`src/shared/rpl_pkg.sv`:
```
package rpl_pkg;

    // Colour channel width; bit 0 of each channel is its least significant bit
    localparam int RPL_CH_W = 8;
    // Words of pixel buffering between the capture stage and the output stage
    localparam int RPL_FIFO_DEPTH = 8;
    // Edges from the capture edge to the edge that loads the output register
    localparam int RPL_PIPE_LAT = 2;

    // Code presented on every channel while blanking is active
    localparam logic [RPL_CH_W-1:0] RPL_BLANK_LEVEL = 8'h00;
    // Blanking and sync controls are active low
    localparam logic RPL_CTL_ACTIVE = 1'b0;
    localparam logic RPL_CTL_IDLE = 1'b1;

    // One sample of the pixel bus as captured on a clock edge
    typedef struct packed {
        logic [RPL_CH_W-1:0] red;
        logic [RPL_CH_W-1:0] green;
        logic [RPL_CH_W-1:0] blue;
        logic blank_n;
        logic sync_n;
    } rpl_pixel_t;

    // Output codes; sync_ofs_on set means the green sync offset source is on
    typedef struct packed {
        logic [RPL_CH_W-1:0] red;
        logic [RPL_CH_W-1:0] green;
        logic [RPL_CH_W-1:0] blue;
        logic blank_on;
        logic sync_ofs_on;
    } rpl_code_t;

    localparam rpl_pixel_t RPL_PIXEL_RESET = '{
        red: RPL_BLANK_LEVEL, green: RPL_BLANK_LEVEL, blue: RPL_BLANK_LEVEL,
        blank_n: RPL_CTL_ACTIVE, sync_n: RPL_CTL_IDLE};

    localparam rpl_code_t RPL_CODE_BLANK = '{
        red: RPL_BLANK_LEVEL, green: RPL_BLANK_LEVEL, blue: RPL_BLANK_LEVEL,
        blank_on: 1'b1, sync_ofs_on: 1'b0};

    typedef enum logic [2:0] {
        RPL_ST_RUN = 3'b001,
        RPL_ST_DRAIN = 3'b010,
        RPL_ST_SAVE = 3'b100
    } rpl_state_t;

endpackage : rpl_pkg

```
`src/core/rpl_pixel_latch.sv`:
```
`timescale 1ns/1ps
module rpl_pixel_latch
    import rpl_pkg::*;
#(
    parameter int FIFO_DEPTH = rpl_pkg::RPL_FIFO_DEPTH
) (
    input wire logic clk_i,
    input wire logic arst_n_i,
    input wire logic [rpl_pkg::RPL_CH_W-1:0] red_pixel_in_i,
    input wire logic [rpl_pkg::RPL_CH_W-1:0] green_pixel_in_i,
    input wire logic [rpl_pkg::RPL_CH_W-1:0] blue_pixel_in_i,
    input wire logic blank_n_i,
    input wire logic sync_n_i,
    input wire logic in_valid_i,
    output logic in_ready_o,
    input wire logic power_save_ctl_i,
    output logic power_saving_o,
    output rpl_pkg::rpl_code_t out_o,
    output logic out_valid_o,
    input wire logic out_ready_i
);
    import rpl_pkg::*;

    if (FIFO_DEPTH < 2) begin : g_chk
        $error("rpl_pixel_latch: FIFO_DEPTH must be at least 2");
    end

    // Blanking dominates the colour words; sync only switches the green offset
    function automatic rpl_code_t rpl_format(input rpl_pixel_t p);
        rpl_code_t c;
        c.blank_on = (p.blank_n == RPL_CTL_ACTIVE);
        c.sync_ofs_on = (p.sync_n != RPL_CTL_ACTIVE);
        // Bit order passes through untouched, so bit 0 stays the LSB
        c.red = c.blank_on ? RPL_BLANK_LEVEL : p.red;
        c.green = c.blank_on ? RPL_BLANK_LEVEL : p.green;
        c.blue = c.blank_on ? RPL_BLANK_LEVEL : p.blue;
        return c;
    endfunction : rpl_format

    rpl_state_t state_reg;
    rpl_state_t state_next;
    rpl_pixel_t cap_reg;
    rpl_pixel_t cap_next;
    logic cap_valid_reg;
    logic cap_valid_next;
    rpl_code_t out_reg;
    rpl_code_t out_next;
    logic out_valid_reg;
    logic out_valid_next;

    rpl_pixel_t in_pixel;
    rpl_pixel_t fifo_out;
    logic fifo_in_ready;
    logic fifo_out_valid;
    logic fifo_out_ready;
    logic power_save_sync;
    logic run;
    logic take;
    logic pipe_idle;

    // The pin is asynchronous to the pixel clock
    rpl_sync2 #(
        .W(1)
    ) u_ps_sync (
        .clk_i(clk_i),
        .arst_n_i(arst_n_i),
        .async_i(power_save_ctl_i),
        .sync_o(power_save_sync)
    );

    assign in_pixel = '{
        red: red_pixel_in_i, green: green_pixel_in_i, blue: blue_pixel_in_i,
        blank_n: blank_n_i, sync_n: sync_n_i};

    assign run = (state_reg == RPL_ST_RUN);
    // The capture stage acts as a skid slot in front of the FIFO
    assign in_ready_o = run && (!cap_valid_reg || fifo_in_ready);
    assign take = in_valid_i && in_ready_o;
    assign pipe_idle = !cap_valid_reg && !fifo_out_valid && !out_valid_reg;
    assign fifo_out_ready = !out_valid_reg || out_ready_i;

    // Capture stage: colour and both controls share one edge
    always_comb begin
        cap_next = cap_reg;
        cap_valid_next = cap_valid_reg && !fifo_in_ready;
        if (take) begin
            cap_next = in_pixel;
            cap_valid_next = 1'b1;
        end
    end

    always_ff @(posedge clk_i or negedge arst_n_i) begin
        if (!arst_n_i) begin
            cap_reg <= RPL_PIXEL_RESET;
            cap_valid_reg <= 1'b0;
        end else begin
            cap_reg <= cap_next;
            cap_valid_reg <= cap_valid_next;
        end
    end

    rpl_fifo #(
        .W($bits(rpl_pixel_t)),
        .DEPTH(FIFO_DEPTH)
    ) u_fifo (
        .clk_i(clk_i),
        .arst_n_i(arst_n_i),
        .in_data_i(cap_reg),
        .in_valid_i(cap_valid_reg),
        .in_ready_o(fifo_in_ready),
        .out_data_o(fifo_out),
        .out_valid_o(fifo_out_valid),
        .out_ready_i(fifo_out_ready)
    );

    // Output stage: one register for all channels and the control flags
    always_comb begin
        out_next = out_reg;
        out_valid_next = out_valid_reg;
        if (fifo_out_ready) begin
            out_valid_next = fifo_out_valid;
            if (fifo_out_valid) begin
                out_next = rpl_format(fifo_out);
            end
        end
        if (state_next == RPL_ST_SAVE) begin
            // Parked on the entry edge too, so the first sleeping cycle is already dark
            out_next = RPL_CODE_BLANK;
        end
    end

    always_ff @(posedge clk_i or negedge arst_n_i) begin
        if (!arst_n_i) begin
            out_reg <= RPL_CODE_BLANK;
            out_valid_reg <= 1'b0;
        end else begin
            out_reg <= out_next;
            out_valid_reg <= out_valid_next;
        end
    end

    // Power save: stop taking pixels, let queued ones leave, then park.
    // Draining rather than flushing keeps every accepted pixel's latency.
    always_comb begin
        state_next = state_reg;
        unique case (state_reg)
            RPL_ST_RUN: begin
                if (power_save_sync) begin
                    state_next = RPL_ST_DRAIN;
                end
            end
            RPL_ST_DRAIN: begin
                if (!power_save_sync) begin
                    state_next = RPL_ST_RUN;
                end else if (pipe_idle) begin
                    state_next = RPL_ST_SAVE;
                end
            end
            RPL_ST_SAVE: begin
                if (!power_save_sync) begin
                    state_next = RPL_ST_RUN;
                end
            end
            default: begin
                state_next = RPL_ST_RUN;
            end
        endcase
    end

    always_ff @(posedge clk_i or negedge arst_n_i) begin
        if (!arst_n_i) begin
            state_reg <= RPL_ST_RUN;
        end else begin
            state_reg <= state_next;
        end
    end

    assign power_saving_o = (state_reg == RPL_ST_SAVE);
    assign out_o = out_reg;
    assign out_valid_o = out_valid_reg;

    // Checks

    AST_CAPTURE_COLOUR: assert property (
        @(posedge clk_i) disable iff (!arst_n_i)
        take |=> cap_valid_reg && cap_reg.red == $past(red_pixel_in_i)
            && cap_reg.green == $past(green_pixel_in_i)
            && cap_reg.blue == $past(blue_pixel_in_i))
        else $error("colour words not captured on the accepting edge");

    AST_LSB_ORDER: assert property (
        @(posedge clk_i) disable iff (!arst_n_i)
        (take && pipe_idle && blank_n_i) |-> ##3
            out_o.red[0] == $past(red_pixel_in_i[0], 3)
            && out_o.green[0] == $past(green_pixel_in_i[0], 3)
            && out_o.blue[0] == $past(blue_pixel_in_i[0], 3))
        else $error("channel bit zero did not reach output bit zero");

    AST_BLANK_LEVEL: assert property (
        @(posedge clk_i) disable iff (!arst_n_i)
        (take && pipe_idle && blank_n_i == RPL_CTL_ACTIVE) |-> ##3
            out_valid_o && out_o.blank_on)
        else $error("blanking sample did not produce a blanking output");

    AST_BLANK_IGNORES_DATA: assert property (
        @(posedge clk_i) disable iff (!arst_n_i)
        out_valid_o && out_o.blank_on |->
            out_o.red == RPL_BLANK_LEVEL && out_o.green == RPL_BLANK_LEVEL
            && out_o.blue == RPL_BLANK_LEVEL)
        else $error("colour data leaked through blanking");

    AST_SYNC_OFFSET: assert property (
        @(posedge clk_i) disable iff (!arst_n_i)
        (take && pipe_idle) |-> ##3
            out_o.sync_ofs_on == ($past(sync_n_i, 3) != RPL_CTL_ACTIVE))
        else $error("green sync offset does not follow captured sync");

    AST_CTRL_ALIGNED: assert property (
        @(posedge clk_i) disable iff (!arst_n_i)
        take |=> cap_reg.blank_n == $past(blank_n_i)
            && cap_reg.sync_n == $past(sync_n_i))
        else $error("controls not captured with the colour words");

    AST_SAVE_ENTRY: assert property (
        @(posedge clk_i) disable iff (!arst_n_i)
        (run && power_save_sync) |=> !in_ready_o)
        else $error("power save did not stop pixel intake");

    AST_SAVE_QUIET: assert property (
        @(posedge clk_i) disable iff (!arst_n_i)
        power_saving_o |-> !in_ready_o && !out_valid_o && out_o == RPL_CODE_BLANK)
        else $error("reduced-power state not quiet");

    AST_FIXED_LATENCY: assert property (
        @(posedge clk_i) disable iff (!arst_n_i)
        (take && pipe_idle) |-> ##2 !out_valid_o ##1
            out_valid_o && out_o == rpl_format($past(in_pixel, 3)))
        else $error("sample did not appear after the fixed latency");

    // A word waiting on the consumer must neither move nor change
    AST_OUT_HOLD: assert property (
        @(posedge clk_i) disable iff (!arst_n_i)
        (out_valid_o && !out_ready_i) |=> out_valid_o && $stable(out_o))
        else $error("output word changed before it was taken");

    // The skid slot keeps its sample while the FIFO is full
    AST_SKID_HOLD: assert property (
        @(posedge clk_i) disable iff (!arst_n_i)
        (cap_valid_reg && !fifo_in_ready) |=> cap_valid_reg && $stable(cap_reg))
        else $error("held capture sample lost or changed");

    // With room in the FIFO the skid slot empties unless it is refilled
    AST_SKID_FLOW: assert property (
        @(posedge clk_i) disable iff (!arst_n_i)
        (cap_valid_reg && fifo_in_ready && !take) |=> !cap_valid_reg)
        else $error("capture slot did not pass its sample on");

    // Once nothing is queued the block must actually go to sleep
    AST_DRAIN_DONE: assert property (
        @(posedge clk_i) disable iff (!arst_n_i)
        (state_reg == RPL_ST_DRAIN && power_save_sync && pipe_idle) |=> power_saving_o)
        else $error("drained pipeline did not enter the reduced-power state");

    // Dropping the pin resumes intake one edge after it is seen low
    AST_WAKE: assert property (
        @(posedge clk_i) disable iff (!arst_n_i)
        (!run && !power_save_sync) |=> run)
        else $error("power save release did not resume pixel intake");

    COV_PIXEL_PASS: cover property (
        @(posedge clk_i) disable iff (!arst_n_i)
        out_valid_o && out_ready_i && !out_o.blank_on);

    COV_SYNC_IN_BLANK: cover property (
        @(posedge clk_i) disable iff (!arst_n_i)
        out_valid_o && out_o.blank_on && !out_o.sync_ofs_on);

    COV_FIFO_FULL: cover property (
        @(posedge clk_i) disable iff (!arst_n_i)
        cap_valid_reg && !fifo_in_ready);

    COV_SAVE_WAKE: cover property (
        @(posedge clk_i) disable iff (!arst_n_i)
        power_saving_o ##1 run);

    COV_OUT_STALL: cover property (
        @(posedge clk_i) disable iff (!arst_n_i)
        (out_valid_o && !out_ready_i) ##1 (out_valid_o && out_ready_i));

endmodule : rpl_pixel_latch

```
`src/core/rpl_sync2.sv`:
```
`timescale 1ns/1ps
module rpl_sync2 #(
    parameter int W = 1
) (
    input wire logic clk_i,
    input wire logic arst_n_i,
    input wire logic [W-1:0] async_i,
    output logic [W-1:0] sync_o
);
    logic [W-1:0] meta_reg;
    logic [W-1:0] sync_reg;

    if (W < 1) begin : g_chk
        $error("rpl_sync2: W must be at least 1");
    end

    // First stage feeds only the second stage
    always_ff @(posedge clk_i or negedge arst_n_i) begin
        if (!arst_n_i) begin
            meta_reg <= '0;
            sync_reg <= '0;
        end else begin
            meta_reg <= async_i;
            sync_reg <= meta_reg;
        end
    end

    assign sync_o = sync_reg;
endmodule : rpl_sync2

```
`src/core/rpl_fifo.sv`:
```
`timescale 1ns/1ps
module rpl_fifo #(
    parameter int W = 26,
    parameter int DEPTH = 8
) (
    input wire logic clk_i,
    input wire logic arst_n_i,
    input wire logic [W-1:0] in_data_i,
    input wire logic in_valid_i,
    output logic in_ready_o,
    output logic [W-1:0] out_data_o,
    output logic out_valid_o,
    input wire logic out_ready_i
);
    localparam int AW = $clog2(DEPTH);

    logic [W-1:0] mem [DEPTH];
    logic [AW:0] wr_ptr_reg;
    logic [AW:0] wr_ptr_next;
    logic [AW:0] rd_ptr_reg;
    logic [AW:0] rd_ptr_next;
    logic full;
    logic empty;
    logic push;
    logic pop;

    if (DEPTH < 2 || (DEPTH & (DEPTH - 1)) != 0) begin : g_chk
        $error("rpl_fifo: DEPTH must be a power of two, at least 2");
    end

    assign empty = (wr_ptr_reg == rd_ptr_reg);
    assign full = (wr_ptr_reg[AW] != rd_ptr_reg[AW]) &&
                  (wr_ptr_reg[AW-1:0] == rd_ptr_reg[AW-1:0]);
    assign in_ready_o = !full;
    assign out_valid_o = !empty;
    assign push = in_valid_i && !full;
    assign pop = out_ready_i && !empty;
    assign out_data_o = mem[rd_ptr_reg[AW-1:0]];

    always_comb begin
        wr_ptr_next = wr_ptr_reg;
        rd_ptr_next = rd_ptr_reg;
        if (push) begin
            wr_ptr_next = wr_ptr_reg + 1'b1;
        end
        if (pop) begin
            rd_ptr_next = rd_ptr_reg + 1'b1;
        end
    end

    always_ff @(posedge clk_i or negedge arst_n_i) begin
        if (!arst_n_i) begin
            wr_ptr_reg <= '0;
            rd_ptr_reg <= '0;
        end else begin
            wr_ptr_reg <= wr_ptr_next;
            rd_ptr_reg <= rd_ptr_next;
        end
    end

    // Storage is not reset; entries are only read after being written
    always_ff @(posedge clk_i) begin
        if (push) begin
            mem[wr_ptr_reg[AW-1:0]] <= in_data_i;
        end
    end
endmodule : rpl_fifo

```
`config.mk`:
```
export PLATFORM = sky130hd
export DESIGN_NAME = rpl_pixel_latch
export DESIGN_NICKNAME = d
export VERILOG_FILES = /design/src/shared/rpl_pkg.sv /design/src/core/rpl_pixel_latch.sv /design/src/core/rpl_sync2.sv /design/src/core/rpl_fifo.sv
export SDC_FILE = /design/constraint.sdc
export NUM_CORES = 1
export LEC_CHECK = 0
export BUFFER_PORTS_ARGS = -buffer_cell sky130_fd_sc_hd__buf_2
export CAP_MARGIN = 40
export CORE_ASPECT_RATIO = 0.8
export CORE_MARGIN = 1
export CORE_UTILIZATION = 60
export CTS_CLUSTER_DIAMETER = 100
export CTS_CLUSTER_SIZE = 8
export DETAILED_ROUTE_END_ITERATION = 7
export PLACE_DENSITY = 0.78
export SETUP_SLACK_MARGIN = 0.2
export SYNTH_ARGS = -nofsm -noshare
export SYNTH_HDL_FRONTEND = slang
export SYNTH_SLANG_ARGS = --single-unit
```
`constraint.sdc`:
```
create_clock -name clk_i -period 4 [get_ports clk_i]
set_input_delay 0.4 -clock clk_i [delete_from_list [all_inputs] [get_ports clk_i]]
set_output_delay 0.4 -clock clk_i [all_outputs]
set_load 0.01 [all_outputs]
```
Word level (Yosys, flattened, before mapping)
Memories as Yosys holds them, arrays and structs flattened.
Cells that the tools add are included.

word-level totals
  register bits = 67
  RAM bits = 208
  input bits = 31
  memories kept = 1

memories
  memory      depth  width  read ports  clocked after Yosys merged registers in  write ports  RTL line        text
  u_fifo.mem  8      26     1           0                                        1            rpl_fifo.sv:17  logic [W-1:0] mem [DEPTH];

operators by class
  add/subtract/negate cells = 2
  equal/unequal tests = 8
  multiplexer cells = 14
  bitwise gates (word level) = 1
  reductions and logical operators = 16

operators with widths
  cell                                                 count
  two-way mux 26 bit                                   3
  two-way mux 8 bit                                    3
  two-way mux 3 bit                                    4
  case mux 3 bit (3 select lines)                      1
  adder 4 x 1 -> 4 bit, second input constant          2
  logical AND 1 bit                                    8
  equality test 3 bit, second input constant           2
  equality test 4 bit                                  1
  zero test 1 bit                                      4
  equality test 3 x 1 -> 1 bit, second input constant  1
  equality test 3 x 2 -> 1 bit, second input constant  1
  equality test 3 bit                                  1
  two-way mux 1 bit                                    3
  logical OR 1 bit                                     2
  inequality test 2 bit, second input constant         1
  AND reduction 2 bit                                  1
  nonzero test 2 bit                                   1
  inequality test 1 bit                                1
  NOT 1 bit                                            1

Longest topological paths before layout
Gate-level depths: netlist of run 1.

  depth in word-level cells = 9
  depth in mapped cells = 7

Modules after synthesis
A second synthesis of run 1 with hierarchy kept.

second synthesis, totals
  cells, all modules = 561
  area total of the unflattened synthesis = 11080.6 µm²

by module, submodules not included
  module           times used  cells an instance  area an instance (µm²)  sequential area each (µm²)
  rpl_fifo         1           361                8518.2                  6446.2
  rpl_pixel_latch  1           198                2512.4                  1430.1
  rpl_sync2        1           2                  50.0                    50.0

Least setup slack after synthesis of run 1
Ideal clock, no wire load.

  path type = register -> register
  start point = register u_fifo.rd_ptr_reg[1]
  end point = memory u_fifo.mem[0][0] (enable)
  library setup time = 442 ps
  data arrival time = 3054 ps
  data required time = 3558 ps
  slack = 504 ps
  stages on the path, launching flop included = 6
  path buffers = 1
  cells stage by stage = dfrtp_1 > buf_2 > xor2_1 > o41a_1 > nand2b_1 > nor3_1

between the ends
  word-level cells in the longest chain between the ends = 6

RTL lines
  item                                     RTL line        text
  from (decl)                              rpl_fifo.sv:20  logic [AW:0] rd_ptr_reg;
  from (signal assigned)                   rpl_fifo.sv:57  rd_ptr_reg <= rd_ptr_next;
  equality test 3 bit                      rpl_fifo.sv:33  (wr_ptr_reg[AW-1:0] == rd_ptr_reg[AW-1:0]);
  logical AND 1 bit                        rpl_fifo.sv:32  assign full = (wr_ptr_reg[AW] != rd_ptr_reg[AW]) &&
  zero test 1 bit                          rpl_fifo.sv:36  assign push = in_valid_i && !full;
  logical AND 1 bit                        rpl_fifo.sv:36
  two-way mux 1 bit                        rpl_fifo.sv:63  if (push) begin
  two-way mux 1 bit (implied by the code)  rpl_fifo.sv:64  mem[wr_ptr_reg[AW-1:0]] <= in_data_i;
  to (decl)                                rpl_fifo.sv:17

Every way passes these cells.

Worst setup path in the final report of run 1
  start point = register u_fifo.rd_ptr_reg[0]
  end point = output port in_ready_o

between the ends
  word-level cells in the longest chain between the ends = 5

RTL lines
  item                 RTL line               text
  equality test 3 bit  rpl_fifo.sv:33
  logical AND 1 bit    rpl_fifo.sv:32
  zero test 1 bit      rpl_fifo.sv:34         assign in_ready_o = !full;
  logical OR 1 bit     rpl_pixel_latch.sv:77  assign in_ready_o = run && (!cap_valid_reg || fifo_in_ready);
  logical AND 1 bit    rpl_pixel_latch.sv:77
  to (decl)            rpl_pixel_latch.sv:15  output logic in_ready_o,

Every way passes these cells.

==> summary.md, run 1 <==
| Metric | Value |
|---|---|
| Status | completed |
| Post-synth EDFFs | roughly 210 |
| Post-synth cell types | 39 |
| GRT Util Overall | 24.1% |
| 1st-iter DRT viols | between 400 and 500 |
| Most frequent cells in the layout | edfxtp_1, dfrtp_1, buf_2, mux4_2, clkbuf_16 |
| First drt pass iteration count | 5 |
| Synth Cell Area | approximately 11000 µm² |
| Crit path launch type | flip-flop |
| Dpl cell area | approximately 11000 µm² |
| Final number of setup-violating endpoints | 0 |
| Hold Startpoint | blue_pixel_in_i[6] |
| Share of total power in the clock network | between 20% and 30% |
| Clock latency at the later pin of the worst-skew pair | 0.51 ns |
| Int Pwr | about 7 mW |
| IO buf count | 59 |
| Vias in the first global route | around 5800 |
| Area Overhead vs Synth | 16.8% |
| RSZ-0062 raised after global routing | no |
| CP max FO | 18 |
| Die H | 122 µm |
| GPL Wtd Cong | about 0.74 |
| DR WL/cell | between 20 and 25 µm |
| Min-Delay Path Class | in -> reg |
| Max H-tree Level | 2 |
| CP Launch Point | u_fifo.rd_ptr_reg[0]$_DFFE_PN0P_ |
| First-pass GRT wire length | 33.0 mm |
| Relative slew slack | roughly 40% |
| Grt ovf | 0 |
| Gate Count Post-Synth | between 500 and 600 |
| Synth async-reset ratio | between 20% and 30% |
| Clk buf depth | 3 |
| Final Power | ~10 mW |
| Cell area after layout | about 13000 µm² |
| Synth Area per Inst | between 15 and 20 µm² |
| Synth Register Bits | approximately 280 |
| DRC violations left | 0 |
| Crit end category | output port |
| Final nets | 674 |
| PD cells | 817 nW/µm² |
| DIE WIDTH | between 150 and 200 µm |
| Ant. Diodes | 0 |
| Max reg flops | between 200 and 250 |
| Dpl ws | 1.01 ns |
| Launch point of the worst reg-to-reg path | u_fifo.rd_ptr_reg[0]$_DFFE_PN0P_ |
| Total CTS buffers | 40 |
| DR vias | around 5500 |
| Sequential fraction of the synthesis area | between 70% and 80% |
| Worst Setup Slack, final | around 1 ns |
| Layout cells sized above 1 | between 30 and 40% |
| Critical Path AT | around 2.6 ns |
| Final period utilization | ~75% |
| Final Hold Fails | 0 |
| CTS tree | done |
| Worst slew pin tran | about 0.9 ns |
| P_sw | 3.08 mW |
| Ys flop type | edfxtp_1 |
| Max Clk Rate | ~0.34 GHz |
| CTS Root Cell | clkbuf_16 |
| Starting Density | between 60% and 70% |
| Switching power share of the total | between 20% and 30% |
| Largest net degree at the start of global routing | 56 |
| Sink Count | between 200 and 300 |
| Initial antenna violation count | 0 |
| Max_cap viols | 0 |
| Syn nets | roughly 580 |
| Gate power share | 25.7% |
| Static leakage | between 4 and 5 nW |
| # IOs | 60 |
| Final Max Slew Viols | 0 |
| Peak supply drop | between 0.4 and 0.5 mV |
| Clock Skews | between 0.01 and 0.015 ns |
| Req. time, crit path | 3.60 ns |
| Routed Antenna Nets | 0 |
| Final non-filler cell total | approximately 900 |
| Tmin final | approximately 3 ns |
| Kind of critical path | reg -> out |
| Vias per cell | slightly above 6 |
| Hold buffer count at cts | 2 |
| DP HPWL | ~12 mm |
| Drt total wl | approximately 21 mm |
| Placed cell count | ~820 |
| Die area | 18500 µm² |
| Ys Warns | 0 |
| Clock slew at reported path FFs | about 0.050 ns |
| Post-cts gate resize count | 0 |
| Postcts setup bufs | 0 |
| Site Rows | 43 |
| Part of the power in registers | 44.4% |
| Core footprint | ~17000 µm² |
| Setup TNS | 0 ns |
| Most common cell after layout, fill and taps aside | edfxtp_1 |
==> final cells by class <==
type	instances	area, µm²
Clock inverter	3	25.0
Clock buffer	71	1140
Timing Repair Buffer	82	504
Sequential cell	275	7930
Multi-Input combinational cell	239	2700
Tap cell	225	282
Fill cell	1036	4840
Inverter	3	11.3
==> logic make-up (layout without fill, tap and decap cells) <==
group / count (synthesis) / after routing / synth area share (%)
DFF: 275 / 275 / 73.6
muxes: 104 / 104 / 17.0
xor gates and xnor gates: 12 / 12 / 1.05
adders and majority gates: 2 / 2 / 0.232
and+or+nand+nor: 86 / 86 / 3.73
buffers and inverters: 35 / 159 / 1.74
AOI/OAI and AO/OA: 35 / 35 / 2.74
==> through the flow <==
step	hold WS [ns]	utilization (%)
global placement	0.345	65.1
floorplan	0.104	-
global route	0.107	72.2
finish	0.121	72.2
CTS	0.109	72.2
detailed placement	0.279	65.4
==> per-layer routing <==
layer / share of wire, % / global-route usage, % / vias up
met2: 50 / 38.8 / 208
met4: 1.5 / 7.31 / 0
met5: 0 / 0 / -
met1: 42 / 34.3 / 2856
li1: - / - / 2374
met3: 6.4 / 4.23 / 34
==> worst paths after layout <==
kind                       slack, ns                         end  depth (start not counted)
setup / recovery                1.02                  in_ready_o                          5
hold / removal                  0.12      cap_reg[8]$_DFFE_PN0P_                          2
setup reg to reg                1.02      cap_reg[1]$_DFFE_PN0P_                          5
hold reg to reg                 0.36  u_ps_sync.sync_o$_DFF_PN0_                          0
max in group asynchronous       2.81     cap_reg[16]$_DFFE_PN0P_                          4
min in group asynchronous       0.29        out_o[4]$_DFFE_PN0P_                          2
==> power groups by stage <==
stage | registers [mW] | clock network, mW | logic (mW)
global placement | 4.54 | 0 | 2.55
global route | 4.65 | 3.24 | 2.84
detailed placement | 4.61 | 0 | 2.63
floorplan | 4.40 | 0 | 2.00
finish | 4.57 | 3.07 | 2.64
CTS | 4.57 | 3.11 | 2.66
==> critical path, cell delays in order (launching register included) <==
cell and delay [ns]:
dfrtp_4 0.63, xor2_2 0.27, or4_4 0.55, or2_2 0.32, and2_1 0.17, buf_2 0.13
==> synth_stat cells, types with 3 or more instances <==
library cell	n	area, µm²
a22oi_1	24	180
xnor2_1	8	70.1
buf_2	13	65.1
inv_1	3	11.3
xor2_1	3	26.3
dfstp_2	3	78.8
nand3_1	24	120
mux4_2	52	1170
dfrtp_1	64	1600
clkbuf_1	14	52.6
mux2_2	32	360
edfxtp_1	208	6250
nand2_1	36	135
mux2_4	19	285
nand2b_1	4	25.0
nor3_1	3	15.0
nor2_1	9	33.8
No activity file was read; power rests on OpenSTA's default activity.
==> inputs of run 2 (changes only) <==
--- a/config.mk
+++ b/config.mk
@@ -9,11 +9,11 @@
 export CAP_MARGIN = 40
 export CORE_ASPECT_RATIO = 0.8
 export CORE_MARGIN = 1
-export CORE_UTILIZATION = 60
+export CORE_UTILIZATION = 55
 export CTS_CLUSTER_DIAMETER = 100
 export CTS_CLUSTER_SIZE = 8
 export DETAILED_ROUTE_END_ITERATION = 7
-export PLACE_DENSITY = 0.78
+export PLACE_DENSITY = 0.75
 export SETUP_SLACK_MARGIN = 0.2
 export SYNTH_ARGS = -nofsm -noshare
 export SYNTH_HDL_FRONTEND = slang
==> constraint.sdc (replaced) <==
create_clock -name clk_i -period 2.6 [get_ports clk_i]
set_input_delay 0.26 -clock clk_i [delete_from_list [all_inputs] [get_ports clk_i]]
set_output_delay 0.26 -clock clk_i [all_outputs]
set_load 0.01 [all_outputs]
==> summary.md, run 2 (same netlist as run 1, synthesis figures left out) <==
| Metric | Value |
|---|---|
| Total CTS buffers | 40 |
| Sink Count | about 280 |
| PD cells | ~1300 nW/µm² |
| CTS tree | done |
| Clk buf depth | 3 |
| DR vias | slightly below 6000 |
| Relative slew slack | between 50% and 60% |
| Fin util | a little over two thirds |
| IO buf count | between 50 and 60 |
| Layout cells sized above 1 | about 38% |
| Final period utilization | 100% |
| Max H-tree Level | 2 |
| # IOs | 60 |
| Most frequent cells in the layout | edfxtp_1, dfrtp_1, buf_2, mux4_2, clkbuf_16 |
| Clock Skews | between 0.01 and 0.015 ns |
| Fill cells | 1116 |
| Initial antenna violation count | 0 |
| Starting Density | between 50% and 60% |
| DP HPWL | between 10 and 15 mm |
| Worst slew pin tran | roughly 0.70 ns |
| Die H | between 100 and 150 µm |
| Tmin final | 2.61 ns |
| Grt ovf | 0 |
| First-pass GRT wire length | around 36 mm |
| Switching power share of the total | a little under a third |
| Hold Startpoint | green_pixel_in_i[7] |
| RSZ-0062 raised after global routing | yes |
| Share of total power in the clock network | 28.6% |
| Worst R2R Path Depth | 9 |
| 1st-iter DRT viols | 440 |
| Max Clk Rate | 0.383 GHz |
| CTS Root Cell | clkbuf_16 |
| CP max FO | 5 |
| Launch point of the worst reg-to-reg path | u_fifo.rd_ptr_reg[2]$_DFFE_PN0P_ |
| Kind of critical path | reg -> out |
| DR WL/cell | around 25 µm |
| Ant. Diodes | 0 |
| P_sw | 5.17 mW |
| Failing checks | setup timing |
| Dpl ws | a little over 0.2 ns |
| DRC violations left | 0 |
| Int Pwr | roughly 12 mW |
| Site Rows | 45 |
| Max_cap viols | 0 |
| First drt pass iteration count | 7 |
| Part of the power in registers | between 40% and 50% |
| Largest net degree at the start of global routing | 56 |
| Req. time, crit path | between 2 and 2.5 ns |
| Placed cell count | ~870 |
| Most common cell after layout, fill and taps aside | edfxtp_1 |
| Crit end category | output port |
| Vias in the first global route | 6182 |
| GRT Util Overall | ~24% |
| Drt total wl | between 20 and 25 mm |
| Final number of setup-violating endpoints | 1 |
| FF-to-FF setup slack | roughly 0.070 ns |
| Clock latency at the later pin of the worst-skew pair | 0.52 ns |
| Min-Delay Path Class | in -> reg |
| Worst Setup Slack, final | -0.0108 ns |
| R2R Path End | cap_reg[4]$_DFFE_PN0P_ |
| Die area | roughly 20000 µm² |
| DIE WIDTH | about 160 µm |
| Final Power | roughly 17 mW |
| Max reg flops | between 200 and 250 |
| WHS Endpoint | cap_reg[17]$_DFFE_PN0P_ |
| Final Max Slew Viols | 0 |
| Status | finished with violations |
| GPL Wtd Cong | about 0.81 |
| Final non-filler cell total | 983 |
| Core footprint | 19100 µm² |
| Area Overhead vs Synth | 24.2% |
| Gate power share | 30.1% |
| Critical Path AT | roughly 2.4 ns |
| Final nets | 726 |
| Clock slew at reported path FFs | roughly 0.050 ns |
| Vias per cell | approximately 6.0 |
| Static leakage | between 5 and 6 nW |
| Hold Path Depth | 2 |
| Peak supply drop | 0.560 mV |
| Crit path launch type | flip-flop |
| Routed Antenna Nets | 0 |
| Final Hold Fails | 0 |
==> run 2: changes by cell type in the layout (fill, tap and decap cells not counted), moves of 3 or more <==
cell / change
nor2_4: +5
buf_4: +14
dlygate4sd3_1: +25
clkbuf_16: +3
mux2_2: -8
buf_12: +9
mux2_4: +8
nor2_2: -5
==> run 2: final cells by class <==
class / instances / area, µm² / share of cell area [%]
sequential: 275 / 7930 / 59.3
clock inverter: 2 / 23.8 / 0.178
tap: 258 / 323 / 2.41
timing repair buffer: 134 / 1150 / 8.61
clock buffer: 72 / 1160 / 8.69
multi-input combinational: 239 / 2780 / 20.8
inverter: 3 / 11.3 / 0.0841
==> run 2: per-layer routing <==
| layer | share of wire (%) | up-vias | global-route usage [%] |
|---|---|---|---|
| met3 | 6.2 | 55 | 4.61 |
| met2 | 50 | 275 | 39.5 |
| met5 | 0 | - | 0 |
| met4 | 2.3 | 0 | 8.37 |
| li1 | - | 2499 | - |
| met1 | 41 | 3078 | 33.4 |
==> run 2: worst max-delay path by stage <==
stage                                     startpoint                           to  cells after the start
floorplan           u_fifo.rd_ptr_reg[1]$_DFFE_PN0P_   u_fifo.mem[1][0]$_DFFE_PP_                      5
global placement    u_fifo.rd_ptr_reg[0]$_DFFE_PN0P_  u_fifo.mem[0][20]$_DFFE_PP_                      5
detailed placement  u_fifo.rd_ptr_reg[1]$_DFFE_PN0P_        out_o[22]$_DFFE_PN0P_                      5
CTS                 u_fifo.rd_ptr_reg[0]$_DFFE_PN0P_                   in_ready_o                      6
global route        u_fifo.rd_ptr_reg[2]$_DFFE_PN0P_                   in_ready_o                      6
finish              u_fifo.rd_ptr_reg[2]$_DFFE_PN0P_                   in_ready_o                      6
==> run 2: critical path, stage by stage, from the launching register on <==
cell	delay, ns
dfrtp_1	0.41
xor2_1	0.20
buf_4	0.17
or4_4	0.52
or2_4	0.27
and2_4	0.16
buf_6	0.11
==> run 2: metrics by stage <==
stage / cell area, µm² / TNS [ns] / hold slack (ns)
6_report: 13400 / -0.0108 / 0.0529
3_5_place_dp: 11600 / 0 / 0.330
2_1_floorplan: 10800 / -29.52 / -0.0356
3_3_place_gp: 11600 / 0 / 0.311
4_1_cts: 13200 / -0.0223 / 0.0274
5_1_grt: 13400 / -0.0503 / 0.0280
==> run 2: what timing repair did <==
item                       in CTS  in global routing
pin swaps                       3                  3
hold endpoints to repair       49                  0
hold buffers                   27                  0
resized for setup              15                  8
cloned                          1                  3
buffers inserted                4                  6
setup endpoints to repair      11                117
==> run 2: power groups by stage <==
| stage | Combinational [mW] | Clock (mW) | Sequential, mW |
|---|---|---|---|
| final | 5.08 | 4.83 | 6.96 |
| after global routing | 5.37 | 5.07 | 7.07 |
| after CTS | 4.82 | 4.87 | 6.94 |
| after detailed placement | 4.45 | 0 | 6.98 |
| after global placement | 4.35 | 0 | 6.85 |
| after floorplan | 3.08 | 0 | 6.76 |
